--- src/hw/fdcr_pkg.sv ---
/*
 Package for the floppy host control and status register bank.
 Assumes a 32-bit AXI4-Lite register bus and one core clock.
*/
`default_nettype none
package fdcr_pkg;
   // Register byte addresses (printed offsets are indices, byte address is four times)
   localparam logic [3:0] IDX_DOUT = 4'h2;
   localparam logic [3:0] IDX_TAPE = 4'h3;
   localparam logic [3:0] IDX_MSTAT = 4'h4;
   localparam logic [3:0] IDX_CFG = 4'h8;
   localparam logic [3:0] IDX_IRQ_STAT = 4'h9;
   localparam logic [3:0] IDX_IRQ_MASK = 4'hA;
   localparam logic [7:0] DOUT_RST = 8'h00;
   localparam logic [1:0] TAPE_RST = 2'h0;
   // Drive type fields come up as all ones, the rest of the config word as zero
   localparam logic [16:0] CFG_RST = 17'h1FE00;
   localparam logic [2:0] IMASK_RST = 3'h0;
   localparam logic [1:0] RESP_OKAY = 2'h0;
   localparam logic [1:0] RESP_SLVERR = 2'h2;
   // Field positions of the digital output register
   localparam int DOUT_MOTOR_A = 4;
   localparam int DOUT_DMA_INT = 3;
   localparam int DOUT_CTRL_RUN = 2;
   // Interrupt event bits
   localparam int EV_REQ_READY = 0;
   localparam int EV_SEEK_DONE = 1;
   localparam int EV_CMD_DONE = 2;

   typedef struct packed {
      logic host_request_ready;
      logic transfer_direction;
      logic non_dma_exec;
      logic command_in_progress;
      logic [3:0] seek_busy;
   } fdcr_stat_s;

   typedef struct packed {
      logic [7:0] drive_type_config;
      logic [7:0] media_boot_config;
      logic three_mode_enable;
   } fdcr_cfg_s;

   function automatic logic [3:0] fdcr_idx(input logic [5:0] addr);
      fdcr_idx = addr[5:2];
   endfunction
endpackage
`default_nettype wire

--- src/hw/fdcr_regs.sv ---
/*
 Floppy controller host control/status register bank over AXI4-Lite.
 Assumes the controller engine supplies its status flags synchronously to core_clk.
*/
`default_nettype none
// What this block does
// Write-only output register at index 2
// Master reset clears output register
// Bit 4 drives motor A enable
// Bit 3 gates DMA and interrupt requests
// Bit 2 low holds controller in reset
// Bits 1:0 select drive A to D
// Normal mode tape register only bits 1:0
// Three-mode shows full eight-bit tape layout
// Bits 7:6 copy media ID config
// Bits 5:4 show selected drive type
// Bits 3:2 copy boot drive config
// Tape select assigns tape drive 1-3
// Status bit 7 shows host request ready
// Status bit 6 shows transfer direction
// Bit 5 set only non-DMA execution
// Bit 4 shows command in progress
// Bits 3:0 show per-drive seek busy
// Reserved bits read zero, writes ignored
module fdcr_regs (
   // Clock, reset, enable
   input wire logic core_clk,
   input wire logic rstn,
   input wire logic clk_en,
   // AXI4-Lite slave
   input wire logic [5:0] s_awaddr,
   input wire logic s_awvalid,
   output logic s_awready,
   input wire logic [31:0] s_wdata,
   input wire logic [3:0] s_wstrb,
   input wire logic s_wvalid,
   output logic s_wready,
   output logic [1:0] s_bresp,
   output logic s_bvalid,
   input wire logic s_bready,
   input wire logic [5:0] s_araddr,
   input wire logic s_arvalid,
   output logic s_arready,
   output logic [31:0] s_rdata,
   output logic [1:0] s_rresp,
   output logic s_rvalid,
   input wire logic s_rready,
   // Controller engine status and requests
   input wire fdcr_pkg::fdcr_stat_s eng_stat,
   input wire logic eng_dma_req,
   input wire logic eng_int_req,
   // Drive and host side outputs
   output logic motor_a_en,
   output logic dma_req,
   output logic int_req,
   output logic ctrl_reset,
   output logic [1:0] drive_sel,
   output logic [1:0] tape_sel,
   output logic irq
);
   logic [7:0] dout_ff;
   logic [1:0] tape_ff;
   logic [16:0] cfg_ff;
   logic [2:0] ist_ff;
   logic [2:0] imask_ff;
   logic [7:0] mstat_ff;
   logic [1:0] last_sel_ff;
   logic aw_ff, w_ff;
   logic [3:0] awidx_ff;
   logic [31:0] wdata_ff;
   logic [3:0] wstrb_ff;
   fdcr_pkg::fdcr_stat_s prev_ff;

   // Write path: address and data are captured in either order
   wire logic aw_take = s_awvalid && s_awready;
   wire logic w_take = s_wvalid && s_wready;
   wire logic do_write = aw_ff && w_ff && !s_bvalid;
   wire logic wr_lane0 = wstrb_ff[0];
   wire logic wr_dout = do_write && awidx_ff == fdcr_pkg::IDX_DOUT && wr_lane0;
   wire logic wr_tape = do_write && awidx_ff == fdcr_pkg::IDX_TAPE && wr_lane0;
   wire logic wr_cfg = do_write && awidx_ff == fdcr_pkg::IDX_CFG;
   wire logic wr_ist = do_write && awidx_ff == fdcr_pkg::IDX_IRQ_STAT && wr_lane0;
   wire logic wr_imask = do_write && awidx_ff == fdcr_pkg::IDX_IRQ_MASK && wr_lane0;
   wire logic wr_hit = (awidx_ff == fdcr_pkg::IDX_DOUT) || (awidx_ff == fdcr_pkg::IDX_TAPE)
      || (awidx_ff == fdcr_pkg::IDX_CFG) || (awidx_ff == fdcr_pkg::IDX_IRQ_STAT)
      || (awidx_ff == fdcr_pkg::IDX_IRQ_MASK);

   // Tape register view depends on three-mode enable
   wire logic three_mode = cfg_ff[0];
   wire logic [7:0] media_boot = cfg_ff[8:1];
   wire logic [7:0] drv_type = cfg_ff[16:9];
   wire logic [1:0] type_sel = drv_type[2*last_sel_ff +: 2];
   wire logic [7:0] tape_full = {media_boot[5:4],
      type_sel, media_boot[7:6], tape_ff};
   wire logic [7:0] tape_view = three_mode ? tape_full : {6'h00, tape_ff};

   // Read decode
   wire logic [3:0] ridx = fdcr_pkg::fdcr_idx(s_araddr);
   wire logic rd_hit = (ridx == fdcr_pkg::IDX_TAPE) || (ridx == fdcr_pkg::IDX_MSTAT)
      || (ridx == fdcr_pkg::IDX_CFG) || (ridx == fdcr_pkg::IDX_IRQ_STAT)
      || (ridx == fdcr_pkg::IDX_IRQ_MASK);
   wire logic [31:0] rd_mux =
      (ridx == fdcr_pkg::IDX_TAPE) ? {24'h000000, tape_view} :
      (ridx == fdcr_pkg::IDX_MSTAT) ? {24'h000000, mstat_ff} :
      (ridx == fdcr_pkg::IDX_CFG) ? {15'h0000, cfg_ff} :
      (ridx == fdcr_pkg::IDX_IRQ_STAT) ? {29'h00000000, ist_ff} :
      (ridx == fdcr_pkg::IDX_IRQ_MASK) ? {29'h00000000, imask_ff} : 32'h00000000;

   // Status assembly; controller reset holds engine-derived status idle
   wire logic run = dout_ff[fdcr_pkg::DOUT_CTRL_RUN];
   wire logic [7:0] nxt_mstat = run ? {eng_stat.host_request_ready,
      eng_stat.transfer_direction,
      eng_stat.non_dma_exec,
      eng_stat.command_in_progress,
      eng_stat.seek_busy} : 8'h00;

   // Events: ready rise, any seek finishing, command finishing
   wire logic [2:0] ev;
   assign ev[fdcr_pkg::EV_REQ_READY] = eng_stat.host_request_ready
      && !prev_ff.host_request_ready;
   assign ev[fdcr_pkg::EV_SEEK_DONE] = |(prev_ff.seek_busy & ~eng_stat.seek_busy);
   assign ev[fdcr_pkg::EV_CMD_DONE] = prev_ff.command_in_progress
      && !eng_stat.command_in_progress;
   wire logic [2:0] ist_clr = wr_ist ? wdata_ff[2:0] : 3'h0;
   // Set wins over a simultaneous clear
   wire logic [2:0] nxt_ist = (ist_ff & ~ist_clr) | (run ? ev : 3'h0);

   // Write channel handshake
   always_ff @(posedge core_clk) begin
      if (!rstn) begin
         aw_ff <= 1'b0;
         w_ff <= 1'b0;
         awidx_ff <= 4'h0;
         wdata_ff <= 32'h00000000;
         wstrb_ff <= 4'h0;
         s_awready <= 1'b0;
         s_wready <= 1'b0;
         s_bvalid <= 1'b0;
         s_bresp <= fdcr_pkg::RESP_OKAY;
      end else if (clk_en) begin
         s_awready <= !aw_ff && !aw_take && !s_bvalid;
         s_wready <= !w_ff && !w_take && !s_bvalid;
         if (aw_take) begin
            aw_ff <= 1'b1;
            awidx_ff <= fdcr_pkg::fdcr_idx(s_awaddr);
         end
         if (w_take) begin
            w_ff <= 1'b1;
            wdata_ff <= s_wdata;
            wstrb_ff <= s_wstrb;
         end
         if (do_write) begin
            aw_ff <= 1'b0;
            w_ff <= 1'b0;
            s_bvalid <= 1'b1;
            s_bresp <= wr_hit ? fdcr_pkg::RESP_OKAY : fdcr_pkg::RESP_SLVERR;
         end else if (s_bvalid && s_bready) begin
            s_bvalid <= 1'b0;
         end
      end
   end

   // Read channel
   always_ff @(posedge core_clk) begin
      if (!rstn) begin
         s_arready <= 1'b0;
         s_rvalid <= 1'b0;
         s_rdata <= 32'h00000000;
         s_rresp <= fdcr_pkg::RESP_OKAY;
      end else if (clk_en) begin
         s_arready <= !s_rvalid && !(s_arvalid && s_arready);
         if (s_arvalid && s_arready) begin
            s_rvalid <= 1'b1;
            s_rdata <= rd_mux;
            s_rresp <= rd_hit ? fdcr_pkg::RESP_OKAY : fdcr_pkg::RESP_SLVERR;
         end else if (s_rvalid && s_rready) begin
            s_rvalid <= 1'b0;
         end
      end
   end

   // Control registers
   always_ff @(posedge core_clk) begin
      if (!rstn) begin
         dout_ff <= fdcr_pkg::DOUT_RST;
         tape_ff <= fdcr_pkg::TAPE_RST;
         cfg_ff <= fdcr_pkg::CFG_RST;
         imask_ff <= fdcr_pkg::IMASK_RST;
         last_sel_ff <= 2'h0;
      end else if (clk_en) begin
         if (wr_dout) begin
            dout_ff <= {3'h0, s_wdata_hold(wdata_ff)};
            last_sel_ff <= wdata_ff[1:0];
         end
         if (wr_tape)
            tape_ff <= wdata_ff[1:0];
         if (wr_cfg)
            cfg_ff <= wdata_ff[16:0];
         if (wr_imask)
            imask_ff <= wdata_ff[2:0];
      end
   end

   function automatic logic [4:0] s_wdata_hold(input logic [31:0] d);
      s_wdata_hold = d[4:0];
   endfunction

   // Status, interrupts and pin outputs
   always_ff @(posedge core_clk) begin
      if (!rstn) begin
         mstat_ff <= 8'h00;
         prev_ff <= '0;
         ist_ff <= 3'h0;
         irq <= 1'b0;
         motor_a_en <= 1'b0;
         dma_req <= 1'b0;
         int_req <= 1'b0;
         ctrl_reset <= 1'b1;
         drive_sel <= 2'h0;
         tape_sel <= 2'h0;
      end else if (clk_en) begin
         mstat_ff <= nxt_mstat;
         prev_ff <= eng_stat;
         ist_ff <= nxt_ist;
         irq <= |(nxt_ist & imask_ff);
         motor_a_en <= dout_ff[fdcr_pkg::DOUT_MOTOR_A];
         dma_req <= eng_dma_req && dout_ff[fdcr_pkg::DOUT_DMA_INT] && run;
         int_req <= eng_int_req && dout_ff[fdcr_pkg::DOUT_DMA_INT] && run;
         ctrl_reset <= !run;
         drive_sel <= dout_ff[1:0];
         tape_sel <= tape_ff;
      end
   end
endmodule // fdcr_regs
`default_nettype wire

--- config.mk ---
export PLATFORM = sky130hd
export DESIGN_NAME = fdcr_regs
export DESIGN_NICKNAME = d
export VERILOG_FILES = /design/src/hw/fdcr_pkg.sv /design/src/hw/fdcr_regs.sv
export SDC_FILE = /design/constraint.sdc
export NUM_CORES = 1
export LEC_CHECK = 0
export ABC_AREA = 1
export BUFFER_PORTS_ARGS = -buffer_cell sky130_fd_sc_hd__buf_2
export CORE_UTILIZATION = 52
export DETAILED_ROUTE_END_ITERATION = 8
export PLACE_DENSITY = 0.79
export SLEW_MARGIN = 15
export SYNTH_ARGS = -nofsm -noshare
export SYNTH_HDL_FRONTEND = slang
export SYNTH_SLANG_ARGS = --single-unit
--- constraint.sdc ---
create_clock -name core_clk -period 1.5 [get_ports core_clk]
set_clock_uncertainty 0.2 [all_clocks]
set_input_delay 0.15 -clock core_clk [delete_from_list [all_inputs] [get_ports core_clk]]
set_output_delay 0.15 -clock core_clk [all_outputs]
set_load 0.05 [all_outputs]
Word-level counts from Yosys, hierarchy flattened
Cells that the tools add are included.
- flip-flop bits (word level): 120
- input bits: 66
- output and inout port bits: 50
- logic and storage cells: 129
- eq/ne operators: 10
- shift-type cells: 1
- muxes and demuxes: 19
- bitwise logic cells: 6
- reductions and logical operators: 63
- operators by type and width (kind ; count):
    $mux 17 ; 3
    $logic_and 1x1->1 ; 27
    $eq 4x4->1 const B ; 6
    $reduce_and 2->1 ; 12
    $mux 8 ; 2
    $eq 4x2->1 const B ; 3
    $mux 3 ; 4
    $logic_not 1->1 ; 10
    $logic_or 1x1->1 ; 8
    $mux 1 ; 8
    $reduce_bool 2->1 ; 4
    $shiftx 8x4->2 ; 1
    $and 3x3->3 ; 2
    $and 4x4->4 ; 1
    $eq 4x3->1 const B ; 1
    $mux 2 ; 2
    $not 4->4 ; 1
    $reduce_or 4->1 ; 1
    $not 3->3 ; 1
    $or 3x3->3 ; 1
    $reduce_or 3->1 ; 1

Depth between registers and ports, before layout
- word-level depth: 10
- mapped depth: 10
- gate-level depth less buffers: 10

Worst setup path before layout
No wires, ideal clock.
- path type: register to register
- start: register s_arready
- end: register s_rdata[2]
- library setup time: 0.114 ns
- arrival time: 1.359 ns
- required time: 1.186 ns
- path slack: -0.173 ns
- cell stages (with the launch flop): 7
- buffers on the path: 1
- period minus slack after synthesis: 1.673 ns
- cells stage by stage: dfxtp_1 nand3_4 inv_2 buf_4 o21ai_1 o21bai_1 inv_1
- cells in the longest elaborated chain, start to end: 2
- RTL lines (item ; RTL line ; source):
    from (decl) ; fdcr_regs.sv:43 ; output logic s_arready,
    from (signal assigned) ; fdcr_regs.sv:171 ; s_arready <= !s_rvalid && !(s_arvalid && s_arready);
    $logic_and 1x1->1 ; fdcr_regs.sv:172 ; if (s_arvalid && s_arready) begin
    $reduce_and 2->1 (no source line) ; - ;
    to (signal assigned) ; fdcr_regs.sv:174 ; s_rdata <= rd_mux;
    to (decl) ; fdcr_regs.sv:44 ; output logic [31:0] s_rdata,
No other way between the ends.
A chain may end at the register's enable or synchronous reset.

Final worst setup path
- start: register s_bvalid
- end: register tape_ff[0]
- cells in the longest elaborated chain, start to end: 5
- RTL lines (item ; RTL line ; source):
    from (decl) ; fdcr_regs.sv:39 ; output logic s_bvalid,
    from (signal assigned) ; fdcr_regs.sv:138 ; s_bvalid <= 1'b0;
    from (signal assigned) ; fdcr_regs.sv:155 ; s_bvalid <= 1'b1;
    from (signal assigned) ; fdcr_regs.sv:158 ; s_bvalid <= 1'b0;
    $logic_not 1->1 ; fdcr_regs.sv:77 ; wire logic do_write = aw_ff && w_ff && !s_bvalid;
    $logic_and 1x1->1 ; fdcr_regs.sv:77 ;
    $logic_and 1x1->1 (2 in a row) ; fdcr_regs.sv:80 ; wire logic wr_tape = do_write && awidx_ff == fdcr_pkg::IDX_TAPE && wr_lane0;
    $reduce_and 2->1 (no source line) ; - ;
    to (signal assigned) ; fdcr_regs.sv:186 ; tape_ff <= fdcr_pkg::TAPE_RST;
    to (signal assigned) ; fdcr_regs.sv:196 ; tape_ff <= wdata_ff[1:0];
    to (decl) ; fdcr_regs.sv:62 ; logic [1:0] tape_ff;
No other way between the ends.

==> out/qor.yml <==
finalPower_w: 0.00509
cp_num_buf_inv: 3
wl_per_cell_um: 13.8
cpMaxStageDelayCell: "dfxtp_2"
ys_ff_latch: 101
synth_mux_area_frac: 0
dr.pass1.iters: 5
critPathLaunchType: "flop"
p_per_area_nw_per_um2: 934
synth_compound_area_frac: 0.209
hold_path_depth: 3
crit_arrival_ns: 1.62
ant_nets: 0
core_um2: 7890
clk_path_buf_depth: 2
slew_viol_final: 0
die_h_um: 93.1
rsz0062_at_grt: "true"
reg2reg_slack_ns: -0.06
area_growth_pct: 26.4
grt_max_degree: 38
ir_drop_mv: 0.555
top_usage_layer: "met2"
grt_pass1_wl_um: 17000
met1_usage: 0.327
use_met3: 0.0585
path_delay_family: "compound AO/OA/AOI/OAI gates"
grtUsageMet2: 0.402
die_area_um2: 8660
antenna_found_initial: 0
die_x_um: 93.1
synth_simple_gate_area_share: 0.202
path_class: "flop to flop"
clockRootBuffer: "clkbuf_8"
cts_buffers: 9
hold_viol: 0
period_needed_ns: 1.56
io_pins: 116
cellLeakagePower_nw: 2.41
holdCritPathClass: "primary input to flop"
nFillCells: 638
max_freq_mhz: 640
worst-path-stages: 8
cp-end-kind: "flop"
drc: 0
vias: 4116
drive_gt1_frac: 0.248
ys_seq_area_frac: 0.469
start_util: 0.547
cap_violations: 0
detailed_place_hpwl_um: 7070
holdWs_ns: 0.0502
grt.total_usage: 0.250
dpl.cell_count: 721
reg2reg_depth: 8
path_clk_slew_ns: 0.09
dpl_worst_slack_ns: -0.00904
grt_pass1_vias: 3661
cts_tree: "done"
diodes: 0
setup_ws_ns: -0.0627
r2r-start: "s_bvalid"
clock_sinks: 101
regToRegEndpoint: "tape_ff[0]"
syn_inst: 556
crit_fanout: 4
routed_wl_um: 10700
synth_fa_ha_area_frac: 0
synth_xor_area_frac: 0
rows: 32
tns_ns: -0.108
path_cells: "inv_2, nand3_4, inv_2, nand2_4, inv_2, nand3_1, o21ai_0, a21oi_1"
gr-total-overflow: 0
status: "complete, but fails checks"
cp_common_cell: "inv_2"
fin_nets: 739
syn_avg_cell_area_um2: 7.76
cp.required_ns: 1.55
setup_viol: 3
worstHoldStart: "s_araddr[4]"
ys_types: 39
finalCritPeriodShare: 1.04
drt_iter0_markers: 253
hold_end: "s_rresp[1]"
viasPerCell: 5.28
yosysWarningCount: 0
h-tree-depth: 3
violations: "setup timing"
synth_top_family_by_area: "compound AO/OA/AOI/OAI gates"
cp_slowest_stage_delay_ns: 0.33
layout.cells.non_filler: 780
clk_latency_ns: 0.37
gp_congestion: 0.864
io_buffers: 76
syn_area_um2: 4310
[flip-flops by register name (all words and copies together) (netlist names), 2 cells and up]
signal / flops
cfg_ff: 17
s_rdata: 17
wdata_ff: 17
mstat_ff: 8
prev_ff: 6
awidx_ff: 4
dout_ff: 4
imask_ff: 3
ist_ff: 3
drive_sel: 2
tape_ff: 2
tape_sel: 2
[repair_timing]
item                                    in CTS  in global routing
pin swaps                                    2                  5
hold buffers                                37                  0
endpoints found under the setup margin      13                 27
gates resized for setup                      4                 28
hold endpoints to repair                    44                  0
buffers inserted                             1                  5
[kinds of logic after synthesis]
logic type,count (synthesis)
and+or+nand+nor,187
DFF,101
AOI/OAI and AO/OA,163
buffers and inverters,104
other,1
[routing by layer]
layer  share of wire  vias up
li1                -     2030
met1            0.44     1904
met5               0        -
met2            0.48      162
met3           0.065       20
met4           0.021        0
[where the power goes]
part	leakage (nW)	total (W)	internal (W)	switching [W]
registers	0.822	0.00278	0.00274	0.0000390
clock network	0.0923	0.00170	0.000769	0.000932
logic	1.50	0.000611	0.000204	0.000407
[tightest hold or removal path: cells and delay by family]
kind,cells,cell delay (ns)
compound gates,2,0.28
buf+inv,1,0.15
[area by class of cell]
class | count | area, um^2 | share of cell area
flip-flops and latches | 101 | 2030 | 0.372
inverters | 59 | 234 | 0.0429
multi-input cells | 367 | 1900 | 0.348
repair buffers | 135 | 968 | 0.178
clock buffers | 10 | 128 | 0.0234
well taps | 102 | 128 | 0.0234
clock inverters | 6 | 63.8 | 0.0117
[through the flow]
step / util / area, um^2
detailed placement: 0.601 / 4740
global route: 0.691 / 5450
finish: 0.691 / 5450
global placement: 0.601 / 4740
CTS: 0.674 / 5320
floorplan: - / 4380
[cell usage in the layout (no fill, tap or decap), drive strengths merged]
cell type    count
dfxtp          101
a21oi           82
clkinvlp         2
o211ai           8
dlygate4sd3     37
a211oi           1
o21ai           63
nand4            8
a2111oi          1
clkinv           3
nor3b            1
inv             59
o22ai            1
nand3           31
nand2          118
nor2            28
nand3b           1
a32oi            2
a31oi            3
conb            17
o2111ai          1
o21bai           1
bufinv           1
buf             98
clkbuf          10
[synth_stat cells, drive strengths merged]
cell     instances  share of area
a2111oi          1         0.0020
a211oi           1         0.0017
a21oi           82          0.095
a31oi            3         0.0044
a32oi            2         0.0041
buf             36          0.057
clkbuf           9          0.010
conb             1        0.00087
dfxtp          101           0.47
inv             59          0.053
nand2          118           0.11
nand3           31          0.042
nand3b           1         0.0017
nand4            8          0.013
nor2            28          0.034
nor3b            1         0.0044
o2111ai          1         0.0020
o211ai           8          0.022
o21ai           63          0.074
o21bai           1         0.0017
o22ai            1         0.0015
[worst max path at each step]
stage,start,end,slack [ns]
global route,s_bvalid,tape_ff[0],-0.12
floorplan,s_bvalid,cfg_ff[13],0.02
detailed placement,aw_ff,imask_ff[1],-0.009
finish,s_bvalid,tape_ff[0],-0.06
global placement,awidx_ff[1],irq,0.02
CTS,s_bvalid,cfg_ff[6],-0.01
(Power assumes the default switching activity.)
